### src/tacpd_defs.svh
// Constants and field layouts for the touch converter control block
`ifndef TACPD_DEFS_SVH
`define TACPD_DEFS_SVH

`define TACPD_DIV_SEL_W       2
`define TACPD_DIV_NONE        2'h0
`define TACPD_DIV_TWO         2'h1
`define TACPD_DIV_FOUR        2'h2
`define TACPD_DIV_EIGHT       2'h3
`define TACPD_RES_HI_BITS     12
`define TACPD_RES_LO_BITS     10
`define TACPD_SAMPLE_CYCLES   8'h06
`define TACPD_CHAN_X          3'h0
`define TACPD_CHAN_Y          3'h1
`define TACPD_CHAN_Z1         3'h2
`define TACPD_CHAN_Z2         3'h3
`define TACPD_CHAN_TEMP_SINGLE_DIODE      3'h4
`define TACPD_CHAN_TEMP_RATIO_DIODE      3'h5
`define TACPD_CHAN_AUX        3'h6
`define TACPD_DLY_W           8
`define TACPD_SYNC_RESET      1'h1

`endif

### src/tacpd_clk_en.sv
// Conversion clock enable pulse generator
`timescale 1ns/1ns
`default_nettype none
`include "tacpd_defs.svh"

module tacpd_clk_en (
    input  wire logic       core_clk,           // Internal oscillator
    input  wire logic       reset,              // Synchronous, active high
    input  wire logic [1:0] conv_clock_div_sel, // Divider selection
    output logic            conv_tick           // One-cycle enable pulse
);
    logic [2:0] cnt_reg;
    logic [2:0] cnt_next;
    logic [2:0] limit;
    logic       tick_reg;
    logic       tick_next;

    always_comb begin
        case (conv_clock_div_sel)
            `TACPD_DIV_NONE: limit = 3'h0;
            `TACPD_DIV_TWO:  limit = 3'h1;
            `TACPD_DIV_FOUR: limit = 3'h3;
            default:         limit = 3'h7;
        endcase
        if (cnt_reg >= limit) begin
            cnt_next  = 3'h0;
            tick_next = 1'b1;
        end else begin
            cnt_next  = cnt_reg + 3'h1;
            tick_next = 1'b0;
        end
    end

    always_ff @(posedge core_clk) begin
        if (reset) begin
            cnt_reg  <= 3'h0;
            tick_reg <= 1'b0;
        end else begin
            cnt_reg  <= cnt_next;
            tick_reg <= tick_next;
        end
    end

    assign conv_tick = tick_reg;
endmodule
`default_nettype wire

### src/tacpd_core.sv
// Converter sequencer, result registers and pen-touch detection
// How it works
// - Resolution selects 10 or 12 bit conversion; 10 bit takes fewer steps.
// - Conversion clock is the oscillator divided per the two-bit selection.
// - Selection zero passes the oscillator undivided; only 10 bit is meaningful.
// - Results are unsigned straight binary, zero low, all ones full scale.
// - Each result goes to the register of its measured input.
// - Channel, scan, filter enable, resolution, rate come from control ports.
// - Temperature single diode, or differential adding a second diode conversion.
// - Sampling takes fixed oscillator cycles; stabilization delay comes first.
// - Idle holds Y-minus to ground, low X-plus flags a touch.
// - X and Y measurements disconnect the X-plus pull-up.
// - Touch recheck reconnects pull-up and precharges the panel in the same state, then senses.
// - Precharge and sense times are programmed durations.
// - Status pin shows either result ready or pen touch.
`timescale 1ns/1ns
`default_nettype none
`include "tacpd_defs.svh"

module tacpd_core #(
    parameter int HI_BITS = `TACPD_RES_HI_BITS, // Full resolution
    parameter int LO_BITS = `TACPD_RES_LO_BITS  // Reduced resolution
) (
    input  wire logic                   core_clk,           // Internal oscillator
    input  wire logic                   reset,              // Synchronous, active high
    input  wire logic                   start,              // Begin a scan, one pulse
    input  wire logic [2:0]             chan_sel,           // Channel for single scan
    input  wire logic [1:0]             scan_mode,          // tacpd_scan_t code
    input  wire logic                   filter_en,          // Preprocessing enable
    input  wire logic                   res_low,            // 1 selects 10 bit
    input  wire logic [1:0]             conv_clock_div_sel, // Conversion rate
    input  wire logic [7:0]             stab_dly,           // Panel stabilization cycles
    input  wire logic [7:0]             prechg_dly,         // Precharge cycles
    input  wire logic [7:0]             sense_dly,          // Sense cycles
    input  wire logic                   pin_sel_pen,        // Status pin shows pen touch
    input  wire logic                   result_ack,         // Clears result ready flag
    input  wire logic                   comp_in,            // Comparator from analog
    input  wire logic                   xplus_in,           // X-plus level pin
    output logic                        pull_up_on,         // X-plus pull-up connected
    output logic                        yminus_gnd,         // Y-minus driver to ground
    output logic                        prechg_on,          // Panel precharge drive
    output logic                        sample_on,          // Sample switch closed
    output logic [2:0]                  mux_sel,            // Analog mux channel
    output logic [HI_BITS-1:0]          dac_code,           // Trial code to DAC
    output logic                        filter_on,          // Preprocessing active
    output logic                        busy,               // Sequence in progress
    output logic                        result_ready_flag,  // New result stored
    output logic                        pen_touch_irq,      // Pen touch, active low
    output logic                        irq_status_pin,     // Status pin, active low
    output logic [7*HI_BITS-1:0]        results             // Results by channel
);
    typedef enum logic [2:0] {
        ST_IDLE, ST_STAB, ST_SAMPLE, ST_CONV, ST_STORE, ST_PRECHG, ST_SENSE
    } tacpd_state_t;

    logic               xp_s1_reg, xp_s2_reg;
    tacpd_state_t       st_reg, st_next;
    logic [7:0]         tmr_reg, tmr_next;
    logic [3:0]         bit_reg, bit_next;
    logic [HI_BITS-1:0] code_reg, code_next;
    logic [2:0]         ch_reg, ch_next;
    logic [2:0]         step_reg, step_next;
    logic               rdy_reg, rdy_next;
    logic               pen_reg, pen_next;
    logic               pin_reg, pin_next;
    logic [HI_BITS-1:0] res_reg [7];
    logic               wr_en;
    logic               tick;
    logic [3:0]         top_bit;
    logic [3:0]         stop_bit;
    logic               div_clr;
    logic [2:0]         last_step;

    // Divider restarts with each conversion so its length never depends on phase
    assign div_clr = reset || (st_reg != ST_CONV);

    tacpd_clk_en u_clk_en (
        .core_clk           (core_clk),
        .reset              (div_clr),
        .conv_clock_div_sel (conv_clock_div_sel),
        .conv_tick          (tick)
    );

    always_ff @(posedge core_clk) begin
        xp_s1_reg <= xplus_in;
        xp_s2_reg <= xp_s1_reg;
    end

    assign top_bit  = 4'(HI_BITS - 1);
    assign stop_bit = res_low ? 4'(HI_BITS - LO_BITS) : 4'h0;

    // Channel list per scan mode
    function automatic logic [2:0] step_chan(input logic [1:0] m, input logic [2:0] s,
                                             input logic [2:0] c);
        case (m)
            2'h1:    step_chan = (s == 3'h0) ? `TACPD_CHAN_X : `TACPD_CHAN_Y;
            2'h2:    step_chan = 3'(s);
            2'h3:    step_chan = (s == 3'h0) ? `TACPD_CHAN_TEMP_SINGLE_DIODE : `TACPD_CHAN_TEMP_RATIO_DIODE;
            default: step_chan = c;
        endcase
    endfunction

    always_comb begin
        case (scan_mode)
            2'h1, 2'h3: last_step = 3'h1;
            2'h2:       last_step = 3'h3;
            default:    last_step = 3'h0;
        endcase
    end

    always_comb begin
        st_next   = st_reg;
        tmr_next  = tmr_reg;
        bit_next  = bit_reg;
        code_next = code_reg;
        ch_next   = ch_reg;
        step_next = step_reg;
        wr_en     = 1'b0;
        // idle and sense pen detect on synced X-plus
        pen_next  = (st_reg == ST_IDLE || st_reg == ST_SENSE) ? xp_s2_reg : pen_reg;
        rdy_next  = rdy_reg;
        if (result_ack) begin
            rdy_next = 1'b0;
        end
        case (st_reg)
            ST_IDLE: begin
                if (start) begin
                    step_next = 3'h0;
                    ch_next   = step_chan(scan_mode, 3'h0, chan_sel);
                    tmr_next  = stab_dly;
                    st_next   = ST_STAB;
                end
            end
            ST_STAB: begin
                if (tmr_reg == 8'h00) begin
                    tmr_next = `TACPD_SAMPLE_CYCLES;
                    st_next  = ST_SAMPLE;
                end else begin
                    tmr_next = tmr_reg - 8'h01;
                end
            end
            ST_SAMPLE: begin
                if (tmr_reg == 8'h00) begin
                    bit_next  = top_bit;
                    code_next = '0;
                    code_next[top_bit] = 1'b1;
                    st_next   = ST_CONV;
                end else begin
                    tmr_next = tmr_reg - 8'h01;
                end
            end
            ST_CONV: begin
                if (tick) begin
                    code_next[bit_reg] = comp_in;
                    if (bit_reg == stop_bit) begin
                        st_next = ST_STORE;
                    end else begin
                        bit_next = bit_reg - 4'h1;
                        code_next[bit_reg - 4'h1] = 1'b1;
                    end
                end
            end
            ST_STORE: begin
                wr_en = 1'b1;
                if (step_reg == last_step) begin
                    rdy_next = 1'b1;
                    if (scan_mode == 2'h2) begin
                        tmr_next = prechg_dly;
                        st_next  = ST_PRECHG;
                    end else begin
                        st_next = ST_IDLE;
                    end
                end else begin
                    step_next = step_reg + 3'h1;
                    ch_next   = step_chan(scan_mode, step_reg + 3'h1, chan_sel);
                    tmr_next  = stab_dly;
                    st_next   = ST_STAB;
                end
            end
            ST_PRECHG: begin
                if (tmr_reg == 8'h00) begin
                    tmr_next = sense_dly;
                    st_next  = ST_SENSE;
                end else begin
                    tmr_next = tmr_reg - 8'h01;
                end
            end
            ST_SENSE: begin
                if (tmr_reg == 8'h00) begin
                    st_next = ST_IDLE;
                end else begin
                    tmr_next = tmr_reg - 8'h01;
                end
            end
            default: st_next = ST_IDLE;
        endcase
        pin_next = pin_sel_pen ? pen_next : ~rdy_next;
    end

    always_ff @(posedge core_clk) begin
        if (reset) begin
            st_reg   <= ST_IDLE;
            tmr_reg  <= 8'h00;
            bit_reg  <= 4'h0;
            code_reg <= '0;
            ch_reg   <= 3'h0;
            step_reg <= 3'h0;
            rdy_reg  <= 1'b0;
            pen_reg  <= 1'b1;
            pin_reg  <= 1'b1;
        end else begin
            st_reg   <= st_next;
            tmr_reg  <= tmr_next;
            bit_reg  <= bit_next;
            code_reg <= code_next;
            ch_reg   <= ch_next;
            step_reg <= step_next;
            rdy_reg  <= rdy_next;
            pen_reg  <= pen_next;
            pin_reg  <= pin_next;
        end
    end

    always_ff @(posedge core_clk) begin
        if (reset) begin
            for (int i = 0; i < 7; i++) begin
                res_reg[i] <= '0;
            end
        end else if (wr_en) begin
            res_reg[ch_reg] <= res_low ? (code_reg >> (HI_BITS - LO_BITS)) : code_reg;
        end
    end

    logic pull_reg, ygnd_reg, pre_reg, samp_reg, filt_reg, busy_reg;
    logic [2:0] mux_reg;
    logic [HI_BITS-1:0] dac_reg;

    always_ff @(posedge core_clk) begin
        if (reset) begin
            pull_reg <= 1'b1;
            ygnd_reg <= 1'b1;
            pre_reg  <= 1'b0;
            samp_reg <= 1'b0;
            filt_reg <= 1'b0;
            busy_reg <= 1'b0;
            mux_reg  <= 3'h0;
            dac_reg  <= '0;
        end else begin
            pull_reg <= (st_next == ST_IDLE || st_next == ST_PRECHG || st_next == ST_SENSE);
            ygnd_reg <= (st_next == ST_IDLE || st_next == ST_SENSE);
            pre_reg  <= (st_next == ST_PRECHG);
            samp_reg <= (st_next == ST_SAMPLE);
            filt_reg <= filter_en;
            busy_reg <= (st_next != ST_IDLE);
            mux_reg  <= ch_next;
            dac_reg  <= code_next;
        end
    end

    genvar g;
    generate
        for (g = 0; g < 7; g++) begin : g_res
            assign results[g*HI_BITS +: HI_BITS] = res_reg[g];
        end
    endgenerate

    assign pull_up_on        = pull_reg;
    assign yminus_gnd        = ygnd_reg;
    assign prechg_on         = pre_reg;
    assign sample_on         = samp_reg;
    assign mux_sel           = mux_reg;
    assign dac_code          = dac_reg;
    assign filter_on         = filt_reg;
    assign busy              = busy_reg;
    assign result_ready_flag = rdy_reg;
    assign pen_touch_irq     = pen_reg;
    assign irq_status_pin    = pin_reg;
endmodule
`default_nettype wire

### config.mk
export PLATFORM = sky130hd
export DESIGN_NAME = tacpd_core
export DESIGN_NICKNAME = d
export VERILOG_FILES = /design/src/tacpd_clk_en.sv /design/src/tacpd_core.sv
export VERILOG_INCLUDE_DIRS = /design/src
export SDC_FILE = /design/constraint.sdc
export NUM_CORES = 1
export LEC_CHECK = 0
export CAP_MARGIN = 20
export CORE_MARGIN = 8
export CORE_UTILIZATION = 55
export CTS_CLUSTER_DIAMETER = 40
export DETAILED_ROUTE_END_ITERATION = 12
export DONT_BUFFER_PORTS = 1
export PLACE_DENSITY = 0.66
export SLEW_MARGIN = 15
export SYNTH_ARGS = -nofsm -noshare
export SYNTH_HDL_FRONTEND = slang
export SYNTH_SLANG_ARGS = --single-unit
### constraint.sdc
create_clock -name core_clk -period 6.1 [get_ports core_clk]
set_input_delay 1.525 -clock core_clk [delete_from_list [all_inputs] [get_ports core_clk]]
set_output_delay 1.525 -clock core_clk [all_outputs]
set_load 0.1 [all_outputs]
Yosys cells after proc, flatten, opt, wreduce, memory -nomap -nowiden --
Memories as Yosys holds them, arrays and structs flattened. Index checks and enable logic that the tools add are counted.
Operators by class: magnitude comparators 5, multiplexer cells 59, equal/unequal tests 24, reduce and logical (&&, ||, !) cells 25, bitwise operators 2, add/sub/neg operators 4
Operators with widths (number):
- 2-to-1 mux 12 bit | 5
- 2-to-1 mux 8 bit | 6
- 2-to-1 mux 3 bit | 14
- one-hot mux 8 bit (5 select lines) | 1
- one-hot mux 12 bit (2 select lines) | 1
- one-hot mux 3 bit (7 select lines) | 1
- one-hot mux 3 bit (2 select lines) | 3
- one-hot mux 3 bit (3 select lines) | 2
- 2-to-1 mux 1 bit | 17
- equality test 3 bit, second input constant | 5
- bitwise mux 12 bit | 1
- 2-to-1 mux 4 bit | 3
- OR 12 bit | 1
- OR reduction 12 bit | 1
- less-than comparator 4 x 5 -> 1 bit, second input constant | 2
- inequality test 2 bit, second input constant | 5
- equality test 3 x 2 -> 1 bit, second input constant | 3
- zero test 3 bit | 3
- demux 1 bit (select 4 bit) | 2
- >= comparator 4 x 1 -> 1 bit, second input constant | 2
- zero test 8 bit | 1
- one-hot mux 4 bit (2 select lines) | 1
- AND reduction 4 bit | 2
- OR reduction 2 bit | 4
- other kinds (22) | 33
Storage, ports and cells: memories 1, register bits 48, memory bits (writable) 84, word-level logic and storage cells 139, input port bits 40, output and inout bits 108
Memory list:
- res_reg | depth 7, bits a word 12, rd ports 7, clocked after Yosys merged registers in 0, write ports 7, RTL line tacpd_core.sv:66 | logic [HI_BITS-1:0] res_reg [7];

Logic depth before layout (Yosys ltp) --
depth after elaboration 9, depth in mapped cells 10

Cells and area by module --
From an unflattened synthesis, not the netlist that was laid out.
Second synthesis, totals: cell total of the unflattened synthesis 603, area, all modules 6154.7 um^2
By module, submodules not included:
- tacpd_core | area an instance 5935.7 um^2, cells each 582, seq. area each 3283.1 um^2, instances 1
- tacpd_clk_en | area an instance 219.0 um^2, cells each 21, seq. area each 80.1 um^2, instances 1

Worst setup path after synthesis --
No wires, ideal clock.
kind input -> register, start point in reset, end point mem res_reg[4][0] in the netlist's numbering, enable pin, library setup time 0.398 ns, path buffers 1, setup slack 2.678 ns, stages 4, arrival 3.025 ns, data required time 5.702 ns, cell sequence clkbuf_1 > inv_1 > a31o_2 > o21ai_0
RTL lines:
- start: declaration | RTL line tacpd_core.sv:25 | input wire logic reset,
- end: declaration | RTL line tacpd_core.sv:66

==> key figures <==
CTS
  • CTS tree: built
  • Post-CTS sizing: 0
  • Clock Sinks: 132
  • CTS Hold Bufs: 0
  • Clock transition at path regs: 0.06 ns
  • Clock tree buffer depth: 2
  • Htree depth: 4
  • Number of post-CTS setup repair buffers: 0
  • Worst skew pair latency: 0.54 ns
  • Cts bufs inserted: 17
  • Root buffer cell: clkbuf_8

STA
  • Worst setup margin: 2.81 ns
  • Slew Limit Fails: 0
  • Fmax: 304 MHz
  • Endpoints failing setup: 0
  • Post-layout min period: 3.29 ns
  • Setup Skew: 0.0148 ns
  • Setup TNS: 0 ns
  • Worst Tran Pin Value: 1.14 ns
  • Max-Slew Margin vs Limit: 0.240
  • Final period util: 0.539
  • Hold Fails Final Rpt: 0
  • RSZ-0062 raised after global routing: false

Finish
  • Share of cells above drive strength 1: 0.120
  • Number of nets in the layout: 661
  • # diodes: 0
  • Max FFs per register: 84
  • Syn-to-layout area delta: 10.7%

Floorplanning
  • Die area: 14700 um^2
  • Rows: 38
  • Initial Utilization: 0.562
  • Die Height: 121 um
  • Die X: 121 um
  • Core area: 10800 um^2
  • I/O pin cnt: 148

Setup path
  • Worst-path maximum fanout: 18
  • Critical Path RT: 6.27 ns
  • CP Capture Type: register
  • Critical path type: register to register
  • Arr. time, crit path: 3.46 ns
  • Startpoint types: register
  • R2R Setup Slk: 2.81 ns

Global route
  • Total track usage: 0.217
  • Gr ovfl total: 0
  • Largest net degree at the start of global routing: 56
  • Initial antenna violation count: 0
  • Vias in the first global route: 4469
  • First-pass GRT wire length: 24600 um

Synthesis
  • Synth warn: 0
  • Ys flop type: edfxtp_1
  • Synthesized cell area: 6090 um^2
  • Top post-synthesis cells by area: edfxtp_1, dfxtp_1, nor2_1, nand2_1, mux2i_1
  • Cell accounting for the most synthesized area: edfxtp_1
  • Synth cell count leaders: nor2_1, nand2_1, edfxtp_1
  • Post-synth top area share: 0.355
  • Most common cell in the netlist: nor2_1
  • Mapped Nets: 668
  • Gate Count Post-Synth: 612
  • Ys async rst share: 0
  • Yosys reg bits: 132
  • Yosys cell types: 67
  • Register area share after synthesis: 0.552
  • Syn avg cell area: 9.96 um^2
  • Post-synth EDFFs: 72

Detailed routing
  • Final wirelength: 16000 um
  • Avg Vias per Cell: 6.04
  • First drt pass iteration count: 5
  • Via count: 4579
  • Initial DRC count: 418
  • DR WL/cell: 21.1 um
  • Residual DRC: 0
  • ANT nets after route: 0

Placement
  • I/O Buffers: 0
  • Dpl ws: 2.46 ns
  • GPL Wtd Cong: 0.895
  • HPWL after DPL: 11300 um

Min path
  • Hold Path Class: register to register

Power
  • Pleak: 0.00255 uW
  • Tot Pwr: 3000 uW
  • Peak VDD IR: 0.383 mV
  • PwrDens: 444 nW/um^2

Run status
  • Status: completed

Run
  • Max cap viols: 0
metrics by stage:
stage,hold WS [ns],cell area (um^2),instances,util
3_3_place_gp,0.323,6170,726,0.569
2_1_floorplan,0.310,6090,612,-
5_1_grt,0.347,6750,758,0.622
3_5_place_dp,0.329,6170,726,0.569
6_report,0.339,6750,758,0.622
4_1_cts,0.344,6750,758,0.622
per-layer routing:
metal	GRT usage	wire length (um)
met3	0.0721	1290
met5	0	0
met2	0.364	7910
met1	0.256	6560
met4	0.0771	268
cell type report:
class	count	area, um^2
clock buffers	17	414
clock inverters	15	166
fillers	902	4090
inverters	25	93.8
multi-input cells	424	2500
flip-flops and latches	132	3360
well taps	140	175
repair buffers	5	37.5
placed cells by master, fill, tap and decap left out, types with 15 or more instances in the layout:
master,synthesis,final
nor2_1,109,109
nand2_1,75,75
edfxtp_1,72,72
dfxtp_1,60,60
a21oi_1,36,36
mux2i_1,21,21
o21ai_0,18,17
ha_1,16,16
clkbuf_16,0,16
inv_1,15,15
power by group:
part,internal (uW),switching [uW],leakage [uW]
sequential,1010,330,0.00123
clock,591,418,0.000279
combinational,244,406,0.00104
kinds of logic (layout without fill, tap and decap cells):
group | after synthesis | count (layout) | share of synthesized area
and+or+nand+nor | 257 | 257 | 0.191
DFF | 132 | 132 | 0.552
AOI/OAI and AO/OA | 124 | 124 | 0.142
buffers and inverters | 56 | 62 | 0.0386
muxes | 22 | 22 | 0.0363
adders and majority gates | 16 | 16 | 0.0328
xor gates and xnor gates | 5 | 5 | 0.00719
critical path, stage by stage, from the launching register on:
cell and delay [ns]:
dfxtp_1 0.71, nor3b_2 0.73, nand2_1 0.39, nor2_1 0.29
nand2_1 0.31, nand2_1 0.51
final timing paths:
| check | start | to | depth (start not counted) |
|---|---|---|---|
| worst max-delay path | st_reg[2]$_SDFF_PP0_ | res_reg[0][8]$_SDFFCE_PN0P_ | 5 |
| worst min register to register | xp_s1_reg$_DFF_P_ | xp_s2_reg$_DFF_P_ | 0 |
| worst min-delay path | xp_s1_reg$_DFF_P_ | xp_s2_reg$_DFF_P_ | 0 |
| worst max register to register | st_reg[2]$_SDFF_PP0_ | res_reg[0][8]$_SDFFCE_PN0P_ | 5 |
Note: power is estimated with default switching activity, not from simulation.
